File: config.mk
export PLATFORM = sky130hd
export DESIGN_NAME = fic_top
export DESIGN_NICKNAME = d
export VERILOG_FILES = /design/src/pkg/fic_pkg.sv /design/src/pkg/fic_cvt_if.sv /design/src/verilog/fic_int_to_float.sv /design/src/verilog/fic_top.sv
export VERILOG_INCLUDE_DIRS = /design/src /design/src/pkg
export SDC_FILE = /design/constraint.sdc
export NUM_CORES = 1
export LEC_CHECK = 0
export ABC_CLOCK_PERIOD_IN_PS = 6100
export BUFFER_PORTS_ARGS = -buffer_cell sky130_fd_sc_hd__buf_2
export CAP_MARGIN = 20
export CORE_UTILIZATION = 50
export DETAILED_ROUTE_END_ITERATION = 10
export HOLD_SLACK_MARGIN = 0.02
export PLACE_DENSITY_LB_ADDON = 0.15
export RECOVER_POWER = 50
export SETUP_SLACK_MARGIN = 0.5
export SLEW_MARGIN = 20
export SYNTH_ARGS = -nofsm -noshare
export SYNTH_HDL_FRONTEND = slang
export SYNTH_SLANG_ARGS = --single-unit
File: constraint.sdc
create_clock -name ref_clk -period 6.1 [get_ports ref_clk]
set_clock_uncertainty 0.05 [all_clocks]
set_input_delay 1.22 -clock ref_clk [delete_from_list [all_inputs] [get_ports ref_clk]]
set_output_delay 1.22 -clock ref_clk [all_outputs]
set_load 0.02 [all_outputs]
File: src/pkg/fic_params.svh
// Purpose: Constants for the conversion and conditional negate datapath.
// Assumes: Included by bare name wherever a constant is needed.
// Notes: Definitions only.
`ifndef FIC_PARAMS_SVH
`define FIC_PARAMS_SVH

// =====================================================================
// Operation codes
`define FIC_OPC_W 8
`define FIC_OPC_F2I_TRUNC 8'h15
`define FIC_OPC_F2I_TRUNC_FLAGS 8'h81
`define FIC_OPC_COND_NEGATE 8'h4d
`define FIC_OPC_I2F 8'h14

// =====================================================================
// Latencies in cycles from issue edge to write edge
`define FIC_FALU_LATENCY 3
`define FIC_DSP_LATENCY 2

// =====================================================================
// Status word layout
`define FIC_INEXACT_BIT 1
`define FIC_OVERFLOW_BIT 2
`define FIC_UNDERFLOW_BIT 3
`define FIC_BAD_OPERAND_BIT 4
`define FIC_DENORM_ZEROED_BIT 5
`define FIC_FLAG_MASK 32'h0000_003e
`define FIC_RMODE_LSB 8
`define FIC_RMODE_MSB 9
`define FIC_STATUS_RESET 32'h0000_0000

// =====================================================================
// Rounding mode encodings
`define FIC_RM_NEAREST 2'h0
`define FIC_RM_ZERO 2'h1
`define FIC_RM_POS 2'h2
`define FIC_RM_NEG 2'h3

// =====================================================================
// Float field limits
`define FIC_EXP_BIAS 8'h7f
`define FIC_EXP_SAT 8'h9e
`define FIC_EXP_SPECIAL 8'hff
`define FIC_INT_MAX 32'h7fff_ffff
`define FIC_INT_MIN 32'h8000_0000

`endif

File: src/pkg/fic_pkg.sv
// Purpose: Shared types of the conversion datapath.
// Assumes: Constants live in fic_params.svh.
// Notes: Types only.
package fic_pkg;

  // ===================================================================
  // Types
  typedef enum logic [1:0] {
    FIC_OP_F2I,
    FIC_OP_F2I_FLAGS,
    FIC_OP_I2F
  } fic_op_t;

  typedef logic [31:0] fic_word_t;

endpackage

File: src/pkg/fic_cvt_if.sv
// Purpose: Link between the pipeline control and the integer-to-float converter.
// Assumes: Operand and mode are sampled on every clock edge.
// Notes: Result and flags appear two edges after the operand.
interface fic_cvt_if;
  fic_pkg::fic_word_t operand;
  logic [1:0] rmode;
  fic_pkg::fic_word_t result;
  fic_pkg::fic_word_t flags;

  modport requester (
    output operand,
    output rmode,
    input result,
    input flags
  );

  modport converter (
    input operand,
    input rmode,
    output result,
    output flags
  );
endinterface

File: src/verilog/fic_int_to_float.sv
// Purpose: Two-stage signed integer to single-precision conversion.
// Assumes: One new operand may enter on every clock edge.
// Notes: Result can never overflow, so only inexact is raised.
`include "fic_params.svh"

module fic_int_to_float (
  input wire logic ref_clk,
  input wire logic rst,
  fic_cvt_if.converter cvt
);

  // ===================================================================
  // Stage one: sign and magnitude
  logic a_sign;
  logic [31:0] a_mag;
  logic [1:0] a_rmode;
  wire [31:0] abs_in = cvt.operand[31] ? -cvt.operand : cvt.operand;

  always_ff @(posedge ref_clk) begin
    if (rst) begin
      a_sign <= 1'b0;
      a_mag <= 32'h0;
      a_rmode <= 2'h0;
    end else begin
      a_sign <= cvt.operand[31];
      a_mag <= abs_in;
      a_rmode <= cvt.rmode;
    end
  end

  // ===================================================================
  // Stage two: normalise and round
  logic [4:0] lead;
  always_comb begin
    lead = 5'h0;
    for (int i = 0; i < 32; i++) begin
      if (a_mag[i]) begin
        lead = 5'(i);
      end
    end
  end

  wire is_zero = (a_mag == 32'h0);
  wire [31:0] norm = a_mag << (5'h1f - lead);
  wire [22:0] mant = norm[30:8];
  wire rnd_bit = norm[7];
  wire sticky = |norm[6:0];
  wire lost = rnd_bit | sticky;
  wire round_up = (a_rmode == `FIC_RM_NEAREST) ? (rnd_bit & (sticky | mant[0])) :
                  (a_rmode == `FIC_RM_POS) ? (~a_sign & lost) :
                  (a_rmode == `FIC_RM_NEG) ? (a_sign & lost) : 1'b0;
  wire [23:0] mant_r = {1'b0, mant} + {23'h0, round_up};
  wire [7:0] exp_f = `FIC_EXP_BIAS + {3'h0, lead} + {7'h0, mant_r[23]};
  wire [31:0] next_result = is_zero ? 32'h0 : {a_sign, exp_f, mant_r[22:0]};
  wire [31:0] next_flags = {31'h0, ~is_zero & lost} << `FIC_INEXACT_BIT;

  always_ff @(posedge ref_clk) begin
    if (rst) begin
      cvt.result <= 32'h0;
      cvt.flags <= 32'h0;
    end else begin
      cvt.result <= next_result;
      cvt.flags <= next_flags;
    end
  end

endmodule

File: src/verilog/fic_top.sv
// Purpose: Float/integer conversions and conditional negate with status flags.
// Assumes: Issue ports carry one operation per unit per cycle, guard bit 0 only.
// Notes: Status word holds the sticky flags and the rounding mode field.
// Behaviour
// - Float to integer truncates toward zero always.
// - Truncating convert: float unit, code 21, latency 3.
// - Denormal source converts as zero, sets flag.
// - Conversion exceptions set matching status flags.
// - Status flags sticky; only explicit write clears.
// - Flags update on the destination write edge.
// - Simultaneous flag updates OR with existing value.
// - Guard bit 0 gates destination and flags.
// - Flags-only convert returns vector, code 129.
// - Flags-only operations leave status flags alone.
// - Flags-only denormal evaluates zero, sets flag bit.
// - Flags-only and negate write only when guarded.
// - Negate: code 77, latency 2, zero passes.
// - Integer to float rounds by status mode.
// - Integer to float exceptions set status flags.
`include "fic_params.svh"

module fic_top #(
  parameter int DEST_W = 7
) (
  input wire logic ref_clk,
  input wire logic rst,
  input wire logic falu_issue,
  input wire logic [`FIC_OPC_W-1:0] falu_opcode,
  input wire logic [31:0] falu_src1,
  input wire logic falu_guard,
  input wire logic [DEST_W-1:0] falu_dest,
  input wire logic dsp_issue,
  input wire logic [`FIC_OPC_W-1:0] dsp_opcode,
  input wire logic [31:0] dsp_src1,
  input wire logic [31:0] dsp_src2,
  input wire logic dsp_guard,
  input wire logic [DEST_W-1:0] dsp_dest,
  input wire logic status_write,
  input wire logic [31:0] status_write_data,
  input wire logic [31:0] other_flag_set,
  output logic falu_wr_en,
  output logic [DEST_W-1:0] falu_wr_index,
  output logic [31:0] falu_wr_data,
  output logic dsp_wr_en,
  output logic [DEST_W-1:0] dsp_wr_index,
  output logic [31:0] dsp_wr_data,
  output logic [31:0] status_word
);

  // ===================================================================
  // Float unit issue decode
  wire is_f2i = (falu_opcode == `FIC_OPC_F2I_TRUNC);
  wire is_f2i_flags = (falu_opcode == `FIC_OPC_F2I_TRUNC_FLAGS);
  wire is_i2f = (falu_opcode == `FIC_OPC_I2F);
  wire falu_take = falu_issue & (is_f2i | is_f2i_flags | is_i2f);
  wire fic_pkg::fic_op_t next_s1_op = is_f2i ? fic_pkg::FIC_OP_F2I :
                                      is_f2i_flags ? fic_pkg::FIC_OP_F2I_FLAGS :
                                      fic_pkg::FIC_OP_I2F;

  logic s1_valid;
  logic s1_guard;
  fic_pkg::fic_op_t s1_op;
  logic [DEST_W-1:0] s1_dest;
  logic [31:0] s1_src;

  always_ff @(posedge ref_clk) begin
    if (rst) begin
      s1_valid <= 1'b0;
      s1_guard <= 1'b0;
      s1_op <= fic_pkg::FIC_OP_F2I;
      s1_dest <= '0;
      s1_src <= 32'h0;
    end else begin
      s1_valid <= falu_take;
      s1_guard <= falu_guard;
      s1_op <= next_s1_op;
      s1_dest <= falu_dest;
      s1_src <= falu_src1;
    end
  end

  // ===================================================================
  // Truncating float to integer, evaluated in stage one
  wire f_sign = s1_src[31];
  wire [7:0] f_exp = s1_src[30:23];
  wire [22:0] f_man = s1_src[22:0];
  wire man_nz = |f_man;
  wire exp_special = (f_exp == `FIC_EXP_SPECIAL);
  wire exp_zero = (f_exp == 8'h0);
  wire below_one = (f_exp < `FIC_EXP_BIAS);
  wire too_big = (f_exp >= `FIC_EXP_SAT);
  // Exactly the most negative integer is representable and raises nothing.
  wire exact_min = f_sign & (f_exp == `FIC_EXP_SAT) & ~man_nz;
  wire [7:0] unbiased = f_exp - `FIC_EXP_BIAS;
  wire [63:0] scaled = {40'h0, 1'b1, f_man} << unbiased[4:0];
  wire [31:0] mag = {1'b0, scaled[53:23]};
  wire frac_lost = |scaled[22:0];
  wire [31:0] sat_val = f_sign ? `FIC_INT_MIN : `FIC_INT_MAX;

  // Fraction bits are dropped, never rounded, so the mode field is not read.
  wire [31:0] f2i_val = exp_special ? (man_nz ? 32'h0 : sat_val) :
                        (exp_zero | below_one) ? 32'h0 :
                        too_big ? sat_val :
                        (f_sign ? -mag : mag);
  wire flag_bad = exp_special | (too_big & ~exp_special & ~exact_min);
  wire flag_inexact = ~exp_special & ~exp_zero & ~too_big & (below_one | frac_lost);
  wire flag_denorm = exp_zero & man_nz;

  logic [31:0] f2i_flags;
  always_comb begin
    f2i_flags = 32'h0;
    f2i_flags[`FIC_INEXACT_BIT] = flag_inexact;
    f2i_flags[`FIC_BAD_OPERAND_BIT] = flag_bad;
    f2i_flags[`FIC_DENORM_ZEROED_BIT] = flag_denorm;
  end

  // ===================================================================
  // Integer to float converter
  fic_cvt_if cvt ();
  assign cvt.operand = falu_src1;
  assign cvt.rmode = status_word[`FIC_RMODE_MSB:`FIC_RMODE_LSB];

  fic_int_to_float u_i2f (
    .ref_clk(ref_clk),
    .rst(rst),
    .cvt(cvt.converter)
  );

  // ===================================================================
  // Stage two
  logic s2_valid;
  logic s2_guard;
  fic_pkg::fic_op_t s2_op;
  logic [DEST_W-1:0] s2_dest;
  logic [31:0] s2_val;
  logic [31:0] s2_flags;

  always_ff @(posedge ref_clk) begin
    if (rst) begin
      s2_valid <= 1'b0;
      s2_guard <= 1'b0;
      s2_op <= fic_pkg::FIC_OP_F2I;
      s2_dest <= '0;
      s2_val <= 32'h0;
      s2_flags <= 32'h0;
    end else begin
      s2_valid <= s1_valid;
      s2_guard <= s1_guard;
      s2_op <= s1_op;
      s2_dest <= s1_dest;
      s2_val <= f2i_val;
      s2_flags <= f2i_flags;
    end
  end

  // ===================================================================
  // Stage three: destination write and flag merge
  wire s2_is_i2f = (s2_op == fic_pkg::FIC_OP_I2F);
  wire s2_is_flags_only = (s2_op == fic_pkg::FIC_OP_F2I_FLAGS);
  wire s2_fire = s2_valid & s2_guard;
  wire [31:0] op_flags = s2_is_i2f ? cvt.flags : s2_flags;
  wire [31:0] next_falu_data = s2_is_i2f ? cvt.result :
                               s2_is_flags_only ? s2_flags : s2_val;
  // Flags-only results never reach the status word.
  wire [31:0] falu_set = (s2_fire & ~s2_is_flags_only) ? op_flags : 32'h0;
  wire [31:0] hw_set = (falu_set | other_flag_set) & `FIC_FLAG_MASK;
  // A hardware set in the same cycle as an explicit write survives it.
  wire [31:0] next_status = (status_write ? status_write_data : status_word) |
                            hw_set;

  always_ff @(posedge ref_clk) begin
    if (rst) begin
      falu_wr_en <= 1'b0;
      falu_wr_index <= '0;
      falu_wr_data <= 32'h0;
      status_word <= `FIC_STATUS_RESET;
    end else begin
      falu_wr_en <= s2_fire;
      falu_wr_index <= s2_dest;
      falu_wr_data <= next_falu_data;
      status_word <= next_status;
    end
  end

  // ===================================================================
  // DSP unit: conditional negate
  logic d1_valid;
  logic d1_guard;
  logic [DEST_W-1:0] d1_dest;
  logic [31:0] d1_src1;
  logic [31:0] d1_src2;
  wire dsp_take = dsp_issue & (dsp_opcode == `FIC_OPC_COND_NEGATE);
  wire [31:0] next_dsp_data = (d1_src1 == 32'h0) ? d1_src2 : -d1_src2;

  always_ff @(posedge ref_clk) begin
    if (rst) begin
      d1_valid <= 1'b0;
      d1_guard <= 1'b0;
      d1_dest <= '0;
      d1_src1 <= 32'h0;
      d1_src2 <= 32'h0;
    end else begin
      d1_valid <= dsp_take;
      d1_guard <= dsp_guard;
      d1_dest <= dsp_dest;
      d1_src1 <= dsp_src1;
      d1_src2 <= dsp_src2;
    end
  end

  always_ff @(posedge ref_clk) begin
    if (rst) begin
      dsp_wr_en <= 1'b0;
      dsp_wr_index <= '0;
      dsp_wr_data <= 32'h0;
    end else begin
      dsp_wr_en <= d1_valid & d1_guard;
      dsp_wr_index <= d1_dest;
      dsp_wr_data <= next_dsp_data;
    end
  end

endmodule

After elaboration in Yosys (flattened, before gate mapping)
Cells that the tools add are included.

word-level totals
  bits of input ports = 197
  word-level logic and storage cells = 144
  output and inout port bits = 112
  register bits = 342

cells by class
  reduce and logical (&&, ||, !) cells = 10
  muxes and demuxes = 48
  bitwise logic cells = 35
  add/subtract/negate cells = 8
  shifts and indexed selects = 2
  equality and inequality tests = 10
  order comparisons = 2

operators by type and width
  cell                                                  count
  2-to-1 mux 32 bit                                     10
  2-to-1 mux 5 bit                                      16
  zero test 32 bit                                      2
  negation 32 bit                                       2
  left shift 24 x 5 -> 54 bit                           1
  OR reduction 23 bit                                   2
  2-to-1 mux 4 bit                                      8
  negation 31 -> 32 bit                                 1
  bitwise OR 32 x 6 -> 32 bit                           1
  left shift 32 x 5 -> 31 bit                           1
  2-to-1 mux 31 bit                                     1
  adder 23 x 1 -> 24 bit                                1
  equality test 8 bit (second input constant)           3
  AND 1 bit                                             17
  equality test 8 x 5 -> 1 bit (second input constant)  2
  2-to-1 mux 3 bit                                      4
  2-to-1 mux 6 bit                                      2
  NOT 1 bit                                             9
  adder 7 x 5 -> 8 bit (first input constant)           1
  adder 8 x 1 -> 8 bit                                  1
  equality test 8 x 7 -> 1 bit (second input constant)  1
  >= comparator 8 bit (second input constant)           1
  zero test 8 bit                                       1
  < comparator 8 x 7 -> 1 bit (second input constant)   1
  other kinds (11)                                      26

Longest topological paths before layout
Gate-level depths: netlist of run 1.

  depth in word-level cells = 41
  mapped depth = 27
  gate-level depth less buffers = 23

Modules after synthesis
From an unflattened synthesis of run 1, not the netlist that was laid out.

unflattened totals
  cells, all modules = 2078
  area, all modules = 18213.7 um^2

modules (own cells, without submodules)
  module            instances  seq. area each (um^2)  cells an instance  area each (um^2)
  fic_top           1          5485.3                 1362               12648.4
  fic_int_to_float  1          1361.3                 716                5565.3

Worst setup path after synthesis of run 1
OpenSTA, ideal clock, no wires.

  kind = register to register
  from = register s1_src[23]
  to = register s2_val[30]
  clock period less this slack = 4.651 ns
  library setup time = 0.132 ns
  data arrival time = 4.469 ns
  setup slack = 1.449 ns
  stages on the path, launching flop included = 21
  path buffers = 4
  cells stage by stage = dfxtp_1 buf_6 buf_12 inv_2 ha_1 buf_2 buf_2 mux2_2 mux4_2 mux2i_1 nand2_1 nand2_1 ha_1 inv_1 a21o_1 or4_4 or3_4 or2_4 o31ai_4 xnor2_1 a21oi_1

on the way
  longest elaborated chain between the ends = 7
  elaborated cells between the ends (all ways) = 12
  those cells by class = add/sub (2); order compare (2); eq/ne (1); shift (1); mux (4); bitwise (1); reduce/logical (1)

RTL lines
  element                            line            text
  start: declaration                 fic_top.sv:64   logic [31:0] s1_src;
  start signal: assignment           fic_top.sv:78   s1_src <= falu_src1;
  subtractor 5 bit (no source line)  -
  left shift 24 x 5 -> 54 bit        fic_top.sv:95   wire [63:0] scaled = {40'h0, 1'b1, f_man} << unbiased[4:0];
  negation 31 -> 32 bit              fic_top.sv:104  (f_sign ? -mag : mag);
  2-to-1 mux 32 bit                  fic_top.sv:104
  2-to-1 mux 32 bit                  fic_top.sv:103  too_big ? sat_val :
  2-to-1 mux 32 bit                  fic_top.sv:102  (exp_zero | below_one) ? 32'h0 :
  2-to-1 mux 32 bit *                fic_top.sv:101  wire [31:0] f2i_val = exp_special ? (man_nz ? 32'h0 : sat_val) :
  end signal: assignment             fic_top.sv:151  s2_val <= f2i_val;
  end: declaration                   fic_top.sv:135  logic [31:0] s2_val;

Mark *: on every way between the ends. The rest lies on a longest branch, timed or not.
A chain may end at the register's enable or synchronous reset.

Final worst setup path of run 1
  from = register u_i2f.a_mag[25]
  to = register u_i2f.cvt.result[27]

on the way
  longest elaborated chain between the ends = 17
  elaborated cells between the ends (all ways) = 23
  those cells by class = add/sub (4); shift (1); mux (10); bitwise (5); reduce/logical (3)

RTL lines
  element                                line                    text
  start: declaration                     fic_int_to_float.sv:15  logic [31:0] a_mag;
  start signal: assignment               fic_int_to_float.sv:26  a_mag <= abs_in;
  2-to-1 mux 5 bit (7 in series)         fic_int_to_float.sv:37  if (a_mag[i]) begin
  subtractor 5 bit                       fic_int_to_float.sv:44  wire [31:0] norm = a_mag << (5'h1f - lead);
  left shift 32 x 5 -> 31 bit            fic_int_to_float.sv:44
  OR reduction 7 bit                     fic_int_to_float.sv:47  wire sticky = |norm[6:0];
  bitwise OR 1 bit                       fic_int_to_float.sv:48  wire lost = rnd_bit | sticky;
  AND 1 bit                              fic_int_to_float.sv:51  (a_rmode == `FIC_RM_NEG) ? (a_sign & lost) : 1'b0;
  2-to-1 mux 1 bit                       fic_int_to_float.sv:51
  2-to-1 mux 1 bit                       fic_int_to_float.sv:50  (a_rmode == `FIC_RM_POS) ? (~a_sign & lost) :
  2-to-1 mux 1 bit                       fic_int_to_float.sv:49  wire round_up = (a_rmode == `FIC_RM_NEAREST) ? (rnd_bit & (sticky | mant[0])) :
  adder 23 x 1 -> 24 bit                 fic_int_to_float.sv:52  wire [23:0] mant_r = {1'b0, mant} + {23'h0, round_up};
  adder 8 x 1 -> 8 bit (no source line)  -
  end signal: assignment                 fic_int_to_float.sv:62  cvt.result <= next_result;
  end: declaration                       fic_cvt_if.sv:20        output result,

Several ways; a longest one is shown, not always the timed one.

==> summary.txt, run 1 <==
Run status
  • Status: finished with violations
  • Failing checks: capacitance limit, slew limit

Global routing
  • Gr busiest metal: met2
  • Met3 Track Usage GR: under 10%
  • Vias in the first global route: 14700
  • First-pass GRT wire length: slightly above 80 mm
  • GRT Total Usage: between 20% and 30%
  • Grt ovf: 0
  • Met1 Usage GRT: 40.9%
  • Global-route met2 utilization: roughly 47%
  • Initial antenna violation count: 0
  • Largest net degree at the start of global routing: 150

Synth
  • Largest family of logic cells by synthesized area: simple AND/OR/NAND/NOR gates
  • XOR/XNOR share of the synthesized area: 4.76%
  • Sequential area share after synthesis: approximately two fifths
  • Netlist cell types: approximately 110
  • Prevailing post-synth register cell: dfxtp_1
  • Avg Synthesized Cell Area: 8.80 um2
  • Largest area contributor in the netlist: dfxtp_1
  • Synth Area in Compound Gates: 16.5%
  • Post-synth ARST share: 0%
  • Synth top area cells: dfxtp_1 (39%), nor2b_1 (5.2%), nor2_1 (5.0%), mux2i_1 (4.5%), mux2_2 (4.0%)
  • Synth top area share: approximately two fifths
  • Syn Nets: roughly 2200
  • Simple-gate share of the synthesized area: between 20% and 30%
  • Synth Area in Adders: less than 1%
  • Post-Syn Area: roughly 18000 um2
  • Number of enable flip-flop cells after synthesis: 0
  • Synth warn: 0
  • Post-synthesis mux area share: around an eighth
  • Post-Syn Instances: between 2000 and 2500
  • Flops & latches, synth: 340

Floorplan
  • Starting Density: around 50%
  • Die ar.: roughly 36000 um2
  • Die width: 190 um
  • Io pins: between 300 and 400
  • FP Rows: just under 70
  • Placeable Area: about 35000 um2
  • Die Y-Extent: between 150 and 200 um

Clocking
  • Setup bufs post-CTS: 0
  • CTS Buf Count: 36
  • Clock Sinks: between 300 and 400
  • TritonCTS clock tree: yes
  • Worst-case clock buffer depth: 3
  • Hold-fix buffers, CTS: 0
  • CTS H-tree lvls: 2
  • Worst-Skew Late Latency: between 500 and 600 ps
  • Clk root buf: clkbuf_16
  • Clock transition at path regs: 60 ps

Cells and area
  • Commonest non-fill, non-tap cell in the layout: dfxtp_1
  • FILL cells: roughly 3200
  • Diodes inserted: 0
  • Nets: about 2400
  • Most frequent cells in the layout: dfxtp_1 (338), nor2_1 (232), buf_2 (173)
  • Area growth, synth to finish: 15.3%
  • Layout cells sized above 1: between 10% and 20%

Flow run
  • Max-Cap Viols: 1

Place
  • PortBufs: roughly 280
  • Final Wtd Congestion: approximately 0.97
  • DP HPWL: roughly 41 mm

Critical path
  • CP required: 6450 ps
  • R2R depth: 17
  • Crit-path max FO: 19
  • Crit path capture type: flip-flop
  • Crit start category: flip-flop
  • Critical path type: reg2reg
  • CP arrival: ~5700 ps

Drt
  • Drt pass-1 iters: 5
  • Initial drt markers: 1584
  • Via count: between 15000 and 20000
  • # DRC: 0
  • Routed vias/inst: between 5 and 6
  • WL final: approximately 54 mm
  • Post-DRT Antenna Nets: 0
  • WL per Instance: between 20 and 25 um

Hold path
  • Hold path cells: 2
  • Worst hold path class: reg2reg

Pwr
  • PwrDens: around 300 nW/um2
  • Leak pwr: roughly 8.1 nW
  • Worst VDD drop: around 0.21 mV

STA
  • Peak Freq: 0.188 GHz
  • Min cycle time layout: approximately 5300 ps
  • Hold Fails Final Rpt: 0
  • Final setup vio count: 0
  • Slew HR: -94.3%
  • Worst Tran Pin Value: approximately 3000 ps
  • Setup TNS: 0 ps
  • Hold Slack: between 300 and 400 ps
  • Final slew viol count: 150
  • Post-route clock period utilization: 87.4%
  • RSZ-0062 raised after global routing: false
report_power, final:
| group | switching, W | total [W] | internal [W] |
|---|---|---|---|
| logic | 0.000999 | 0.00159 | 0.000592 |
| registers | 0.000114 | 0.00249 | 0.00238 |
| clock network | 0.000841 | 0.00205 | 0.00121 |
cell usage after synthesis, drive strengths merged, types with 29 or more instances:
cell and n:
o31ai 29, xor2 61, mux2i 84, buf 52
a21oi 100, nor3 49, nand2 128, a22oi 30
nor2b 146, o21ai 97, nor4 38, clkbuf 89
xnor2 29, dfxtp 340, mux2 62, nor2 234
nand3 84
metrics by stage:
stage,cell area (um2),setup WS [ps],utilization (%),total power [W],std cells
floorplan,17600,1450,-,0.00359,2005
global placement,19400,766,55.9,0.00408,2645
detailed placement,19400,749,55.9,0.00409,2645
CTS,20500,752,59.1,0.00615,2702
global route,20300,514,58.7,0.00641,2702
finish,20300,768,58.7,0.00613,2702
per-layer routing:
metal,share of wire [%],routed length (um),vias to the layer above
met3,8.1,4390,104
met4,2.7,1470,0
met5,0,0,-
li1,-,-,7663
met2,45,24600,680
met1,44,23800,7585
worst paths after layout:
kind	to	slack, ps	start
max	u_i2f.cvt.result[27]	770	u_i2f.a_mag[25]
max reg2reg	u_i2f.cvt.result[27]	770	u_i2f.a_mag[25]
min	dsp_wr_en	360	d1_guard
min reg2reg	dsp_wr_en	360	d1_guard
state kept, by name, summed over array words and instances (netlist names), 3 cells and up:
name	flops
u_i2f.cvt.result	32
s2_flags	3
s2_val	32
s2_dest	7
falu_wr_index	7
u_i2f.a_mag	31
d1_dest	7
s1_dest	7
d1_src1	32
s1_src	32
falu_wr_data	32
dsp_wr_index	7
d1_src2	32
dsp_wr_data	32
status_word	32
worst max-delay path, cell delays in order, from the launching register on:
cell and delay (ps):
dfxtp_1 380, or4_1 650, a21oi_1 370, a21oi_4 240
buf_4 290, nor2_1 380, a221oi_1 160, o32a_1 370
o2111ai_2 190, o211ai_1 270, or4_1 620, nor4_1 330
nand3_1 120, ha_1 260, ha_1 210, nand2_1 60
nor3_1 60, o21bai_1 170
timing repair:
action / 4_1_cts / 5_1_grt
endpoints found under the setup margin: 0 / 5
gates resized for setup: 0 / 5
endpoints found under the hold margin: 0 / 0
final cells by class:
type                    instances  area (um2)  area share [%]
multi-input cells            1498       10100            49.9
flip-flops and latches        340        6810            33.5
repair buffers                326        1610            7.92
clock buffers                  49        1020            5.01
well taps                     455         569            2.80
inverters                      26         100           0.492
clock inverters                 8        88.8           0.437
logic make-up (layout without fill, tap and decap cells):
| family | count (synthesis) | after routing |
|---|---|---|
| xor+xnor | 90 | 90 |
| mux | 174 | 174 |
| buf+inv | 167 | 409 |
| compound gates | 429 | 429 |
| flops | 340 | 340 |
| simple gates | 793 | 793 |
| fa+ha+maj | 12 | 12 |
Note: power is estimated with default switching activity, not from simulation.
==> run 2: changes to the inputs <==
Settings changed: CORE_ASPECT_RATIO set to 0.7.
==> summary.txt, run 2 (synthesized netlist as in run 1, its figures left out) <==
Run status
  • Status: finished with violations
  • Failing checks: capacitance limit, slew limit

Cells and area
  • FILL cells: roughly 3200
  • Area growth, synth to finish: 15.3%
  • Nets: about 2400
  • Most frequent cells in the layout: dfxtp_1 (338), nor2_1 (232), buf_2 (193)
  • Diodes inserted: 0
  • Commonest non-fill, non-tap cell in the layout: dfxtp_1
  • Layout cells sized above 1: about a fifth
  • Final cell count without fillers: between 2000 and 3000

Floorplan
  • Die Y-Extent: ~160 um
  • Starting Density: 50.8%
  • FP Rows: 57
  • Io pins: between 300 and 400
  • Die ar.: 36100 um2
  • Die width: 227 um
  • Placeable Area: about 35000 um2

Critical path
  • Largest stage delay, worst path: ~640 ps
  • RR Startpoint: u_i2f.a_mag[12]
  • CP bufs+invs: 1
  • Crit start category: flip-flop
  • Setup crit start: u_i2f.a_mag[12]
  • CP required: 6430 ps
  • RR Endpoint: u_i2f.cvt.result[27]
  • Crit-path max FO: 44
  • Critical path type: reg2reg
  • Slowest stage cell, crit path: or4_1
  • Cells along the critical path: or2_2 > a2111o_1 > a21oi_1 > o211a_4 > buf_4 > mux2i_1 > a32oi_1 > o211ai_1 > o211ai_1 > or4_1 > nor4_1 > nand3_1 > ha_1 > ha_1 > nand2_1 > nor3_1 > o21bai_1
  • R2R depth: 17
  • Crit path capture type: flip-flop
  • CP arrival: ~5700 ps
  • R2R Setup Slk: 760 ps
  • Delay-heaviest family, CP: compound AO/OA/AOI/OAI gates

Global routing
  • Initial antenna violation count: 0
  • Largest net degree at the start of global routing: between 150 and 200
  • Grt ovf: 0
  • First-pass GRT wire length: ~84 mm
  • GRT Total Usage: between 20% and 30%
  • Vias in the first global route: roughly 15000

Place
  • Cells after DPL: between 2000 and 3000
  • Final Wtd Congestion: 0.996
  • DP HPWL: 41.1 mm
  • PortBufs: around 280
  • Pre-CTS WS: 748 ps

Drt
  • Post-DRT Antenna Nets: 0
  • Drt pass-1 iters: 6
  • # DRC: 0
  • Routed metal-1 wire length: between 20 and 30 mm
  • Routed wl met2: between 20 and 25 mm
  • Metal3 WL: 6.01 mm
  • Routed vias/inst: slightly below 6
  • Initial drt markers: 2005
  • WL per Instance: 20.0 um
  • Via count: 16200
  • WL final: between 50 and 60 mm
  • Top sig layer: met4

Clocking
  • Setup bufs post-CTS: 0
  • Worst-Skew Late Latency: 530 ps
  • TritonCTS clock tree: yes
  • Clk root buf: clkbuf_16
  • CTS Buf Count: 34
  • Clock transition at path regs: approximately 60 ps
  • Clock Sinks: 340
  • Worst-case clock buffer depth: 3
  • CTS H-tree lvls: 2

STA
  • Final setup margin: roughly 760 ps
  • Setup TNS: 0 ps
  • Final setup vio count: 0
  • Worst Tran Pin Value: 3250 ps
  • RSZ-0062 raised after global routing: false
  • Final slew viol count: 169
  • Hold Fails Final Rpt: 0
  • Peak Freq: around 0.19 GHz
  • Post-route clock period utilization: between 80% and 90%
  • Slew HR: -117%
  • Min cycle time layout: roughly 5300 ps

Hold path
  • Min-Delay Endpoint: dsp_wr_en
  • Hold path cells: 2
  • Hold Startpoint: d1_valid
  • Worst hold path class: reg2reg

Flow run
  • Max-Cap Viols: 1

Pwr
  • Leak pwr: roughly 8 nW
  • Worst VDD drop: between 0.15 and 0.2 mV
  • PwrDens: about 300 nW/um2
-- run 2: layout make-up --
cell class | count | area, um2 | area share (%)
multi-input cells | 1498 | 10100 | 49.8
flip-flops and latches | 340 | 6810 | 33.5
repair buffers | 323 | 1630 | 7.99
clock buffers | 48 | 963 | 4.73
well taps | 472 | 591 | 2.90
clock inverters | 10 | 126 | 0.621
inverters | 26 | 100 | 0.492
-- run 2: routing by layer --
metal	global-route usage, %	up-vias
li1	-	7667
met5	0	-
met2	40.8	769
met1	44.6	7625
met3	8.71	94
met4	7.40	0
-- run 2: stage by stage --
| stage | area [um2] | utilization, % | hold slack [ps] | total power, W |
|---|---|---|---|---|
| final | 20400 | 58.6 | 370 | 0.00615 |
| after global placement | 19400 | 55.8 | 362 | 0.00408 |
| after CTS | 20500 | 58.9 | 372 | 0.00615 |
| after floorplan | 17600 | - | 345 | 0.00359 |
| after global routing | 20400 | 58.6 | 396 | 0.00643 |
| after detailed placement | 19400 | 55.8 | 364 | 0.00409 |
-- run 2: repair_timing --
item	in CTS	in global routing
hold buffers	0	0
hold endpoints to repair	0	0
setup endpoints to repair	0	3
resized for setup	0	4
-- run 2: where the power goes --
part	leakage [nW]	internal, W	switching [W]
Clock	0.536	0.00119	0.000861
Sequential	2.81	0.00238	0.000119
Combinational	4.79	0.000597	0.00101
Total	8.14	0.00417	0.00199
-- run 2: worst max-delay path by stage --
stage / endpoint / cells past startpoint
floorplan: s2_val[30] / 20
global placement: u_i2f.cvt.result[27] / 16
detailed placement: u_i2f.cvt.result[27] / 16
CTS: u_i2f.cvt.result[27] / 17
global route: u_i2f.cvt.result[27] / 18
finish: u_i2f.cvt.result[27] / 17
-- run 2: worst reg2reg max path, cell delays in order (launching register included) --
cell	delay (ps)
dfxtp_1	400
or2_2	340
a2111o_1	380
a21oi_1	300
o211a_4	320
buf_4	500
mux2i_1	320
a32oi_1	110
o211ai_1	300
o211ai_1	330
or4_1	640
nor4_1	290
nand3_1	120
ha_1	280
ha_1	220
nand2_1	60
nor3_1	60
o21bai_1	180
